==> config.mk <==
export PLATFORM = sky130hd
export DESIGN_NAME = tx_buffer_manager_flat
export DESIGN_NICKNAME = d
export VERILOG_FILES = /design/src/can_tx_pkg.sv /design/src/tx_link_if.sv /design/src/tx_buffer_manager.sv /design/src/flat_wrapper.sv
export SDC_FILE = /design/constraint.sdc
export NUM_CORES = 1
export LEC_CHECK = 0
export BUFFER_PORTS_ARGS = -buffer_cell sky130_fd_sc_hd__buf_2
export CORE_AREA = 2 2 182 184
export CTS_CLUSTER_SIZE = 20
export DETAILED_ROUTE_END_ITERATION = 10
export DIE_AREA = 0 0 184 186
export GPL_TIMING_DRIVEN = 0
export PLACE_DENSITY_LB_ADDON = 0.25
export SYNTH_ARGS = -nofsm -noshare
export SYNTH_HDL_FRONTEND = slang
export SYNTH_SLANG_ARGS = --single-unit
==> constraint.sdc <==
create_clock -name pclk -period 4.35 [get_ports pclk]
set_input_delay 0.87 -clock pclk [delete_from_list [all_inputs] [get_ports pclk]]
set_output_delay 0.87 -clock pclk [all_outputs]
set_load 0.03 [all_outputs]
==> src/can_tx_pkg.sv <==
package can_tx_pkg;
    // buffer geometry
    localparam int NUM_BUF       = 3;
    localparam int BUF_BYTES     = 14;
    localparam int BUF_DATA      = BUF_BYTES - 1;
    // device register map
    localparam logic [7:0] TXB_BASE        = 8'h30;
    localparam logic [7:0] TXB_STRIDE      = 8'h10;
    localparam logic [3:0] TXB_CTRL_OFS    = 4'h0;
    localparam logic [7:0] RTS_CFG_ADDR    = 8'h0D;
    localparam logic [7:0] CTRL_ADDR       = 8'h0F;
    localparam logic [7:0] IRQ_EN_ADDR     = 8'h2B;
    localparam logic [7:0] IRQ_FLAG_ADDR   = 8'h2C;
    // control byte fields
    localparam int CB_ABORTED  = 6;
    localparam int CB_LOST     = 5;
    localparam int CB_TX_ERROR_FLAG    = 4;
    localparam int CB_REQ      = 3;
    localparam int CB_PRIO_LSB = 0;
    // irq register fields
    localparam int IRQ_TX_LSB  = 2;
    localparam int IRQ_MERR    = 5;
    // controller control fields
    localparam int CTRL_ABORT_ALL = 4;
    // rts config fields
    localparam int RTS_LEVEL_LSB = 3;
    // priority codes
    localparam logic [1:0] PRIO_LOWEST  = 2'h0;
    localparam logic [1:0] PRIO_HIGHEST = 2'h3;
    // timing
    localparam int CLK_PERIOD_NS     = 20;
    localparam int BIT_TIME_NS       = 1000;
    localparam int BIT_CYCLES        = BIT_TIME_NS / CLK_PERIOD_NS;
    localparam int INTERMISSION_BITS = 3;
    // host apb map
    localparam logic [7:0] APB_CMD_ADDR    = 8'h00;
    localparam logic [7:0] APB_STATUS_ADDR = 8'h04;
    localparam logic [7:0] APB_RTS_ADDR    = 8'h08;
    localparam int CMD_WDATA_LSB = 8;
    localparam int CMD_WRITE     = 16;
    localparam int ST_RDATA_LSB  = 8;
    localparam int ST_INT        = 16;

    typedef enum logic [1:0] {
        SCH_IFS  = 2'b00,
        SCH_IDLE = 2'b01,
        SCH_TX   = 2'b10
    } sched_state_t;
endpackage

==> src/tx_link_if.sv <==
`timescale 1ns/1ps
interface tx_link_if;
    logic [7:0] reg_addr;
    logic [7:0] reg_wdata;
    logic       reg_we;
    logic       reg_re;
    logic [7:0] reg_rdata;
    logic       reg_ack;
    logic [2:0] rts_n;
    logic       int_n;

    modport dev (
        input  reg_addr, reg_wdata, reg_we, reg_re, rts_n,
        output reg_rdata, reg_ack, int_n
    );
    modport ctl (
        output reg_addr, reg_wdata, reg_we, reg_re, rts_n,
        input  reg_rdata, reg_ack, int_n
    );
endinterface

==> src/tx_buffer_manager.sv <==
`timescale 1ns/1ps
module tx_buffer_manager
    import can_tx_pkg::*;
(
    // clock and reset
    input  wire logic       pclk,
    input  wire logic       presetn,
    // controller side
    tx_link_if.dev          link,
    // protocol engine side
    input  wire logic       bus_recessive,
    input  wire logic       config_mode,
    input  wire logic       eng_ok,
    input  wire logic       eng_err,
    input  wire logic       eng_lost,
    input  wire logic [3:0] eng_addr,
    output logic            tx_start,
    output logic [1:0]      tx_sel,
    output logic [7:0]      eng_data
);
    import can_tx_pkg::*;

    logic [7:0]         mem [0:NUM_BUF*BUF_DATA-1];
    logic [NUM_BUF-1:0] req_reg;
    logic [1:0]         prio_reg [0:NUM_BUF-1];
    logic [NUM_BUF-1:0] aborted_reg;
    logic [NUM_BUF-1:0] lost_reg;
    logic [NUM_BUF-1:0] tx_error_flag_reg;
    logic [7:0]         irq_enable_reg;
    logic [7:0]         irq_flag_reg;
    logic [2:0]         rts_mode_reg;
    logic [2:0]         rts_prev_reg;
    logic               abort_all_reg;
    logic [7:0]         rdata_reg;
    logic               ack_reg;
    logic               int_n_reg;
    logic               start_reg;
    logic [1:0]         sel_reg;
    logic [7:0]         eng_data_reg;
    sched_state_t       state_reg;
    logic [5:0]         div_reg;
    logic [1:0]         ifs_reg;
    logic               bit_tick;
    logic               buf_hit;
    logic [1:0]         buf_idx;
    logic [3:0]         buf_ofs;
    logic               pick_valid;
    logic [1:0]         pick;
    logic [1:0]         best;
    logic               start_now;
    logic [7:0]         rd_mux;

    // buffer window decode
    always_comb begin
        buf_idx = 2'(link.reg_addr[7:4] - TXB_BASE[7:4]);
        buf_ofs = link.reg_addr[3:0];
        buf_hit = (link.reg_addr >= TXB_BASE)
               && (link.reg_addr < 8'(TXB_BASE + 8'(NUM_BUF) * TXB_STRIDE))
               && (buf_ofs < 4'(BUF_BYTES));
    end

    // bit time divider, restarted by a dominant bus and held during a frame
    always_ff @(posedge pclk or negedge presetn) begin
        if (!presetn) begin
            div_reg <= 6'h00;
        end else if (!bus_recessive || state_reg == SCH_TX || div_reg == 6'(BIT_CYCLES - 1)) begin
            div_reg <= 6'h00;
        end else begin
            div_reg <= div_reg + 6'h01;
        end
    end
    assign bit_tick = (div_reg == 6'(BIT_CYCLES - 1));

    // priority pick over pending buffers
    always_comb begin
        pick_valid = 1'b0;
        pick       = 2'h0;
        best       = PRIO_LOWEST;
        for (int i = 0; i < NUM_BUF; i++) begin
            if (req_reg[i] && (!pick_valid || prio_reg[i] >= best)) begin
                pick_valid = 1'b1;
                pick       = 2'(i);
                best       = prio_reg[i];
            end
        end
    end
    assign start_now = (state_reg == SCH_IDLE) && bus_recessive && pick_valid
                    && !abort_all_reg;

    // transmit scheduler
    always_ff @(posedge pclk or negedge presetn) begin
        if (!presetn) begin
            state_reg <= SCH_IFS;
            ifs_reg   <= 2'h0;
            start_reg <= 1'b0;
            sel_reg   <= 2'h0;
        end else begin
            start_reg <= 1'b0;
            unique case (state_reg)
                SCH_IFS: begin
                    if (!bus_recessive) begin
                        ifs_reg <= 2'h0;
                    end else if (bit_tick && ifs_reg == 2'(INTERMISSION_BITS - 1)) begin
                        ifs_reg   <= 2'h0;
                        state_reg <= SCH_IDLE;
                    end else if (bit_tick) begin
                        ifs_reg <= ifs_reg + 2'h1;
                    end
                end
                SCH_IDLE: begin
                    if (!bus_recessive) begin
                        state_reg <= SCH_IFS;
                    end else if (start_now) begin
                        start_reg <= 1'b1;
                        sel_reg   <= pick;
                        state_reg <= SCH_TX;
                    end
                end
                SCH_TX: begin
                    if (eng_ok || eng_err || eng_lost) begin
                        state_reg <= SCH_IFS;
                    end
                end
                default: state_reg <= SCH_IFS;
            endcase
        end
    end

    // per-buffer control state
    genvar g;
    generate
        for (g = 0; g < NUM_BUF; g++) begin : g_buf
            logic active;
            logic ctl_wr;
            logic pin_fall;
            logic set_req;
            assign active   = (state_reg == SCH_TX && sel_reg == 2'(g))
                           || (start_now && pick == 2'(g));
            assign ctl_wr   = link.reg_we && buf_hit && buf_idx == 2'(g)
                           && buf_ofs == TXB_CTRL_OFS;
            assign pin_fall = rts_mode_reg[g] && rts_prev_reg[g] && !link.rts_n[g];
            assign set_req  = (ctl_wr && link.reg_wdata[CB_REQ]) || pin_fall;

            always_ff @(posedge pclk or negedge presetn) begin
                if (!presetn) begin
                    req_reg[g]     <= 1'b0;
                    prio_reg[g]    <= PRIO_LOWEST;
                    aborted_reg[g] <= 1'b0;
                    lost_reg[g]    <= 1'b0;
                    tx_error_flag_reg[g]   <= 1'b0;
                end else begin
                    if (ctl_wr && !req_reg[g]) begin
                        prio_reg[g] <= link.reg_wdata[CB_PRIO_LSB +: 2];
                    end
                    if (set_req && !req_reg[g]) begin
                        req_reg[g]     <= 1'b1;
                        aborted_reg[g] <= 1'b0;
                        lost_reg[g]    <= 1'b0;
                        tx_error_flag_reg[g]   <= 1'b0;
                    end else if (state_reg == SCH_TX && sel_reg == 2'(g)) begin
                        if (eng_ok) begin
                            req_reg[g] <= 1'b0;
                        end else if (eng_err) begin
                            tx_error_flag_reg[g] <= 1'b1;
                        end else if (eng_lost) begin
                            lost_reg[g] <= 1'b1;
                        end
                    end else if (abort_all_reg && req_reg[g] && !active) begin
                        req_reg[g]     <= 1'b0;
                        aborted_reg[g] <= 1'b1;
                    end else if (ctl_wr && !link.reg_wdata[CB_REQ] && !active) begin
                        req_reg[g] <= 1'b0;
                    end
                end
            end
        end
    endgenerate

    // buffer byte storage, written only while the buffer has no pending request
    always_ff @(posedge pclk) begin
        if (link.reg_we && buf_hit && buf_ofs != TXB_CTRL_OFS && !req_reg[buf_idx]) begin
            mem[int'(buf_idx) * BUF_DATA + int'(buf_ofs) - 1] <= link.reg_wdata;
        end
    end

    // engine fetch port
    always_ff @(posedge pclk or negedge presetn) begin
        if (!presetn) begin
            eng_data_reg <= 8'h00;
        end else if (eng_addr != TXB_CTRL_OFS && eng_addr < 4'(BUF_BYTES)) begin
            eng_data_reg <= mem[int'(sel_reg) * BUF_DATA + int'(eng_addr) - 1];
        end else begin
            eng_data_reg <= 8'h00;
        end
    end

    // global registers and interrupt flags
    always_ff @(posedge pclk or negedge presetn) begin
        if (!presetn) begin
            irq_enable_reg <= 8'h00;
            irq_flag_reg   <= 8'h00;
            rts_mode_reg   <= 3'h0;
            rts_prev_reg   <= 3'h7;
            abort_all_reg  <= 1'b0;
            int_n_reg      <= 1'b1;
        end else begin
            rts_prev_reg <= link.rts_n;
            if (link.reg_we && link.reg_addr == IRQ_EN_ADDR) begin
                irq_enable_reg <= link.reg_wdata;
            end
            if (link.reg_we && link.reg_addr == RTS_CFG_ADDR && config_mode) begin
                rts_mode_reg <= link.reg_wdata[2:0];
            end
            if (link.reg_we && link.reg_addr == CTRL_ADDR) begin
                abort_all_reg <= link.reg_wdata[CTRL_ABORT_ALL];
            end
            // clears by writing zero; hardware sets win
            irq_flag_reg <= ((link.reg_we && link.reg_addr == IRQ_FLAG_ADDR)
                             ? (irq_flag_reg & link.reg_wdata) : irq_flag_reg)
                          | ((state_reg == SCH_TX && eng_ok)
                             ? 8'(8'h01 << (IRQ_TX_LSB + int'(sel_reg))) : 8'h00)
                          | ((state_reg == SCH_TX && eng_err)
                             ? 8'(8'h01 << IRQ_MERR) : 8'h00);
            int_n_reg <= ~|(irq_flag_reg & irq_enable_reg);
        end
    end

    // register read mux
    always_comb begin
        rd_mux = 8'h00;
        if (buf_hit && buf_ofs == TXB_CTRL_OFS) begin
            rd_mux[CB_ABORTED]        = aborted_reg[buf_idx];
            rd_mux[CB_LOST]           = lost_reg[buf_idx];
            rd_mux[CB_TX_ERROR_FLAG]          = tx_error_flag_reg[buf_idx];
            rd_mux[CB_REQ]            = req_reg[buf_idx];
            rd_mux[CB_PRIO_LSB +: 2]  = prio_reg[buf_idx];
        end else if (buf_hit) begin
            rd_mux = mem[int'(buf_idx) * BUF_DATA + int'(buf_ofs) - 1];
        end else if (link.reg_addr == IRQ_EN_ADDR) begin
            rd_mux = irq_enable_reg;
        end else if (link.reg_addr == IRQ_FLAG_ADDR) begin
            rd_mux = irq_flag_reg;
        end else if (link.reg_addr == CTRL_ADDR) begin
            rd_mux[CTRL_ABORT_ALL] = abort_all_reg;
        end else if (link.reg_addr == RTS_CFG_ADDR) begin
            rd_mux[2:0]                  = rts_mode_reg;
            rd_mux[RTS_LEVEL_LSB +: 3]   = rts_prev_reg;
        end
    end

    // register answer
    always_ff @(posedge pclk or negedge presetn) begin
        if (!presetn) begin
            rdata_reg <= 8'h00;
            ack_reg   <= 1'b0;
        end else begin
            ack_reg <= link.reg_we || link.reg_re;
            if (link.reg_re) begin
                rdata_reg <= rd_mux;
            end
        end
    end

    assign link.reg_rdata = rdata_reg;
    assign link.reg_ack   = ack_reg;
    assign link.int_n     = int_n_reg;
    assign tx_start       = start_reg;
    assign tx_sel         = sel_reg;
    assign eng_data       = eng_data_reg;
endmodule

==> src/flat_wrapper.sv <==
// flat-port wrapper written by rule: the top's interface ports become plain ports
module tx_buffer_manager_flat import can_tx_pkg::*;
  (pclk, presetn, bus_recessive, config_mode, eng_ok, eng_err, eng_lost, eng_addr, tx_start, tx_sel, eng_data, link_reg_addr, link_reg_wdata, link_reg_we, link_reg_re, link_rts_n, link_reg_rdata, link_reg_ack, link_int_n);
  tx_link_if link_i ();
  input  wire logic pclk;
  input  wire logic presetn;
  input  wire logic bus_recessive;
  input  wire logic config_mode;
  input  wire logic eng_ok;
  input  wire logic eng_err;
  input  wire logic eng_lost;
  input  wire logic [3:0] eng_addr;
  output logic tx_start;
  output logic [1:0] tx_sel;
  output logic [7:0] eng_data;
  input wire logic [$bits(link_i.reg_addr)-1:0] link_reg_addr;
  input wire logic [$bits(link_i.reg_wdata)-1:0] link_reg_wdata;
  input wire logic [$bits(link_i.reg_we)-1:0] link_reg_we;
  input wire logic [$bits(link_i.reg_re)-1:0] link_reg_re;
  input wire logic [$bits(link_i.rts_n)-1:0] link_rts_n;
  output wire logic [$bits(link_i.reg_rdata)-1:0] link_reg_rdata;
  output wire logic [$bits(link_i.reg_ack)-1:0] link_reg_ack;
  output wire logic [$bits(link_i.int_n)-1:0] link_int_n;
  assign link_i.reg_addr = link_reg_addr;
  assign link_i.reg_wdata = link_reg_wdata;
  assign link_i.reg_we = link_reg_we;
  assign link_i.reg_re = link_reg_re;
  assign link_i.rts_n = link_rts_n;
  assign link_reg_rdata = link_i.reg_rdata;
  assign link_reg_ack = link_i.reg_ack;
  assign link_int_n = link_i.int_n;
  tx_buffer_manager u_core (.pclk(pclk), .presetn(presetn), .link(link_i), .bus_recessive(bus_recessive), .config_mode(config_mode), .eng_ok(eng_ok), .eng_err(eng_err), .eng_lost(eng_lost), .eng_addr(eng_addr), .tx_start(tx_start), .tx_sel(tx_sel), .eng_data(eng_data));
endmodule
==> out/qor.csv, run 1 <==
metric;value;unit
regMostFlops;u_core.mem;
rsz0062_at_grt;false;
fin_tns_setup;0;ps
hold_buffers;0;
die_h;186;um
drtAntennaViolNets;0;
syn_area_per_cell;15.96;um^2
yosysTopAreaCellShare;0.4959;
cp_max_fo;11;
drt_wl_total;54090;um
fillCellCount;2147;
drive_above_1_share;0.3401;
ys_top_cells_by_area;edfxtp_1 50%, mux4_2 18%, dfrtp_1 9.0%;
yosys-top-cells-count;312 x edfxtp_1, 150 x mux4_2, 116 x nor2_1;
post-route-period-util;0.9815;
syn_nets;1246;
crit_required;4760;ps
yosys.area_share.xor_xnor;0.007814;
register_area;11180;um^2
synth-seq-area-share;0.5915;
p_leak;7.581;nW
nNetsFinal;1353;
path_clk_slew;60;ps
r2r_end;u_core.eng_data[3]$_DFF_PN0_;
yosys.area_share.simple;0.05735;
multi_input_area;7695;um^2
drc_errors;0;
critPathLaunchType;primary input;
hold_viol;0;
yosysMostFrequentCell;edfxtp_1;
grt_antenna_before_repair;0;
status;finished, final reports clean;
via_per_inst;7.068;
vias;12234;
hold_class;primary input to async pin;
power_density;435.8;nW/um^2
synth_compound_area_frac;0.07158;
crit_arrival;4680;ps
r2r-start;u_core.tx_sel[0]$_DFFE_PN0P_;
endpoint_kind;flip-flop;
gp_congestion;1.005;
initial_core_util;0.5867;
yosysWarnings;0;
dp_hpwl;36270;um
core.rowCount;66;
coreArea;32210;um^2
maxSlewHeadroom;0.3128;
grt_use_total;0.3243;
cap_violations;0;
syn_to_final_growth;15.50;%
overflow;0;
largest_register_ffs;312;
clockRootBuffer;clkbuf_16;
setup_viol;0;
finalHoldWorstSlack;204.6;ps
r2r_cells;11;
grt_start_max_net_pins;57;
io_buffers;50;
syn_inst;1184;
synth_edf_count;312;
wl_per_cell;31.25;um
cts_buffers;42;
synth_top_family_by_area;multiplexers;
dieWidth;184;um
rrSetupSlack;180;ps
worstSetupPathType;primary input to flip-flop;
ys_ff_latch;384;
cts-htree-levels;2;
cp-startpoint;link_reg_addr[4];
diodes;0;
grt_pass1_vias;11923;
ios;53;
worst-slew-pin-transition;1027;ps
cts_tree;done;
synthArstFlopShare;0.1875;
fmax;234.2;MHz
drt-initial-drc-count;1627;
clockBufferDepth;3;
clock_sinks;384;
power.total;0.009510;W
synth_ff_type;edfxtp_1;
syn_area;18890;um^2
fp.dieArea;34220;um^2
muxShareOfSynthArea;0.2248;
grt_pass1_wl;78560;um
drtPass1Iterations;6;
ir_drop;0.3239;mV
ys_types;78;
period_minus_slack;4269;ps
slew_violations;0;
finClkSkew;22.54;ps
synth_area_leader_cell;edfxtp_1;
clock_latency;550;ps
synthAdderAreaFrac;0.02146;
## metrics by stage
step                      setup slack (ps)  cells  instance area (um^2)  utilization
after CTS                            9.118   1718                 21460       0.6663
after detailed placement             -2046   1643                 19700       0.6118
final                                80.69   1731                 21820       0.6776
after global placement               -1973   1642                 19670       0.6109
after global routing                 7.032   1731                 21820       0.6776
after floorplan                     -37.80   1184                 18910            -
## worst max-delay path by stage
stage,endpoint,slack (ps),depth (start not counted)
finish,u_core.link.reg_rdata[1]$_DFFE_PN0P_,80,15
global route,u_core.eng_data[7]$_DFF_PN0_,7,11
CTS,u_core.eng_data[6]$_DFF_PN0_,9,11
detailed placement,u_core.mem[9][1]$_DFFE_PP_,-2050,13
global placement,u_core.mem[9][1]$_DFFE_PP_,-1970,13
floorplan,u_core.mem[10][0]$_DFFE_PP_,-40,14
## critical path, cell delays in order
cell	delay (ps)
buf_2	220
inv_4	100
ha_1	300
buf_4	200
xnor2_2	160
xnor2_1	170
ha_4	190
fa_2	620
buf_6	200
clkbuf_8	250
buf_6	250
mux4_2	330
mux2i_2	220
o22ai_1	230
o31a_1	340
## report_power, final
group          total [W]  switching, W  leakage, nW  internal, W
registers        0.00407     0.0000338         3.74      0.00404
clock network    0.00344       0.00144        0.646      0.00200
logic            0.00200       0.00126         3.20     0.000744
## routing by layer
metal | vias up | track usage | share of wire
met2 | 807 | 0.5064 | 0.47
met1 | 6268 | 0.4406 | 0.38
li1 | 5021 | - | -
met4 | 0 | 0.1251 | 0.039
met3 | 138 | 0.08785 | 0.12
met5 | - | 0 | 0
## what timing repair did
item | CTS | global route
pin swaps | 1 | 14
buffers inserted | 1 | 14
endpoints found under the setup margin | 328 | 325
resized for setup | 120 | 23
## cell usage in the layout (no fill, tap or decap), types with 8 or more instances in the layout
cell	netlist	layout
mux4_2	150	150
nor2_1	116	76
a221oi_1	21	17
a31oi_1	11	11
buf_2	26	68
nor2b_1	8	8
ha_1	26	25
xnor2_1	11	9
mux2_2	30	30
dfrtp_1	68	68
nand3_1	13	13
a21o_1	8	8
edfxtp_1	312	312
buf_6	8	10
clkbuf_1	26	25
a21oi_1	24	23
clkbuf_16	0	42
inv_1	25	25
nor2_4	0	40
nand2_2	1	9
buf_12	0	15
mux2i_1	53	47
nand2_1	52	44
a211oi_1	14	12
buf_4	4	14
clkinv_2	0	8
o21ai_0	37	37
## area by class of cell
cell class | instances | share of cell area
buffer | 68 | 0.02030
clock buffer | 55 | 0.05131
clock inverter | 21 | 0.009116
inverter | 26 | 0.004587
multi-input combinational | 703 | 0.3526
sequential | 384 | 0.5121
tap | 408 | 0.02339
timing repair buffer | 66 | 0.02660
## logic make-up after synthesis
group	Yosys count
flops	384
simple gates	237
mux	233
compound gates	187
buf+inv	97
fa+ha+maj	30
xor+xnor	16
No activity file was read; power rests on OpenSTA's default activity.
==> run 2: changes to the inputs <==
--- a/config.mk
+++ b/config.mk
@@ -6,12 +6,14 @@
 export NUM_CORES = 1
 export LEC_CHECK = 0
 export BUFFER_PORTS_ARGS = -buffer_cell sky130_fd_sc_hd__buf_2
+export CAP_MARGIN = 0
 export CORE_AREA = 2 2 182 184
 export CTS_CLUSTER_SIZE = 20
 export DETAILED_ROUTE_END_ITERATION = 10
 export DIE_AREA = 0 0 184 186
 export GPL_TIMING_DRIVEN = 0
 export PLACE_DENSITY_LB_ADDON = 0.25
+export REMOVE_ABC_BUFFERS = 1
 export SYNTH_ARGS = -nofsm -noshare
 export SYNTH_HDL_FRONTEND = slang
 export SYNTH_SLANG_ARGS = --single-unit
==> run 2 against run 1 <==
Against the previous run: power increased by 1.6%; core utilization down 0.72 points; clock skew up 7.4 ps; critical endpoint is now u_core.link.reg_rdata[0]$_DFFE_PN0P_; critical path depth fell by 2; sequential power about the same; clock power grew 8.1%; first-iteration DRC count is 13% lower; global-route usage shrank 3.2 points; clock-buffer cell count fell by 9; routed wire length down 9.8%; worst setup slack better by 32 ps.
==> out/qor.csv, run 2 (same netlist as run 1, synthesis figures left out) <==
metric;value;unit
syn_to_final_growth;14.27;%
path_clk_slew;60;ps
multi_input_area;7710;um^2
worst-slew-pin-transition;1009;ps
drive_above_1_share;0.3259;
drc_errors;0;
cp_max_fo;29;
fin_util;0.6704;
worstSetupPathType;primary input to flip-flop;
intPower;0.007022;W
cap_violations;0;
fp.dieArea;34220;um^2
drtPass1Iterations;7;
cp-startpoint;link_reg_addr[4];
finClkSkew;29.91;ps
p_sw;0.002639;W
grt_use_total;0.2926;
crit_required;4810;ps
clockRootBuffer;clkbuf_16;
drt_wl_total;48790;um
drt-initial-drc-count;1416;
p_comb_frac;0.192;
dp_hpwl;30550;um
dpl_cell_area;19520;um^2
cts_tree;done;
vias;11720;
clock_latency;560;ps
finalHoldWorstSlack;133.7;ps
fillCellCount;2125;
grt_antenna_before_repair;0;
regMostFlops;u_core.mem;
finalInstanceArea;21590;um^2
diodes;0;
register_area;11180;um^2
setup_viol;0;
overflow;0;
clockBufferDepth;3;
endpoint;u_core.link.reg_rdata[0]$_DFFE_PN0P_;
grt_start_max_net_pins;71;
die_h;186;um
cts-htree-levels;2;
slew_violations;0;
hold_buffers;0;
post-route-period-util;0.9741;
r2r-start;u_core.tx_sel[0]$_DFFE_PN0P_;
mostFrequentLayoutCells;312 x edfxtp_1, 150 x mux4_2, 76 x nor2_1, 66 x dfrtp_1, 53 x mux2i_1;
io_buffers;52;
clockPowerShare;0.385;
drtAntennaViolNets;0;
clock_sinks;384;
p_sw_frac;0.2732;
r2r_end;u_core.eng_data[5]$_DFF_PN0_;
hold_viol;0;
place_ws;-2367;ps
cts_buffers;41;
p_seq_frac;0.423;
core.rowCount;66;
p_leak;7.457;nW
via_per_inst;7.010;
hold_class;primary input to async pin;
initial_core_util;0.5867;
r2r_cells;10;
grt_pass1_wl;73110;um
ios;53;
critPathLaunchType;primary input;
fin_tns_setup;0;ps
status;finished, final reports clean;
maxSlewHeadroom;0.3227;
fmax;236.0;MHz
grt_pass1_vias;11578;
power_density;447.5;nW/um^2
rsz0062_at_grt;false;
setup_ws;112.5;ps
endpoint_kind;flip-flop;
largest_register_ffs;312;
wl_per_cell;29.18;um
rrSetupSlack;150;ps
ir_drop;0.3619;mV
dieWidth;184;um
nNetsFinal;1293;
period_minus_slack;4237;ps
gp_congestion;0.9174;
coreArea;32210;um^2
crit_arrival;4700;ps
final_common_cell;edfxtp_1;
-- run 2: cell count changes in the layout (fill, tap and decap cells not counted), moves of 7 or more --
cell	delta
clkbuf_1	-21
buf_12	-9
o21ai_1	+7
buf_2	-18
buf_6	-9
o21ai_0	-7
-- run 2: power groups by stage --
stage / Sequential [W] / Clock, W / Combinational [W]
CTS: 0.00409 / 0.00374 / 0.00181
global route: 0.00409 / 0.00388 / 0.00193
floorplan: 0.00420 / 0 / 0.00105
global placement: 0.00416 / 0 / 0.00168
detailed placement: 0.00416 / 0 / 0.00165
finish: 0.00409 / 0.00372 / 0.00185
-- run 2: cell type report --
cell class | instances | area share
inverters | 26 | 0.004752
clock inverters | 30 | 0.01733
well taps | 408 | 0.02364
multi-input cells | 703 | 0.3571
flip-flops and latches | 384 | 0.5177
repair buffers | 75 | 0.03008
clock buffers | 46 | 0.04937
-- run 2: per-stage QoR --
stage | total power (W) | cells
final | 0.009662 | 1672
after global routing | 0.009911 | 1672
after CTS | 0.009632 | 1671
after detailed placement | 0.005807 | 1580
after global placement | 0.005838 | 1573
after floorplan | 0.005242 | 1113
-- run 2: metal layers --
metal  GRT usage  wire, um  share of wire
met5           0         0              0
met3     0.04852      4276          0.088
met1      0.4190     19540           0.40
met2      0.4608     23170           0.47
met4      0.1050      1797          0.037
-- run 2: worst min path at each step --
stage                                                  from                                      end  slack (ps)  cells after the start
CTS                                                 presetn             u_core.eng_data[7]$_DFF_PN0_         120                      1
global placement    u_core.tx_error_flag_reg[0]$_DFFE_PN0P_  u_core.tx_error_flag_reg[0]$_DFFE_PN0P_         480                      2
global route                                        presetn             u_core.eng_data[7]$_DFF_PN0_         120                      1
detailed placement  u_core.tx_error_flag_reg[0]$_DFFE_PN0P_  u_core.tx_error_flag_reg[0]$_DFFE_PN0P_         490                      2
finish                                              presetn             u_core.eng_data[7]$_DFF_PN0_         130                      1
floorplan                       u_core.div_reg[0]$_DFF_PN0_              u_core.div_reg[0]$_DFF_PN0_         460                      1
-- run 2: critical path, cell delays in order --
cell and delay (ps):
clkbuf_4 220, clkinv_4 150, ha_4 270, xnor2_2 210
xnor2_1 140, ha_4 180, fa_4 890, buf_16 250
mux4_2 240, mux2i_1 130, a211oi_1 820, a2111oi_2 90
a21oi_1 210
-- run 2: timing repair --
item | 4_1_cts | 5_1_grt
hold endpoints to repair | 0 | 0
buffers inserted | 14 | 1
resized for setup | 111 | 10
endpoints found under the setup margin | 327 | 123
pin swaps | 5 | 1
gates cloned | 1 | 0
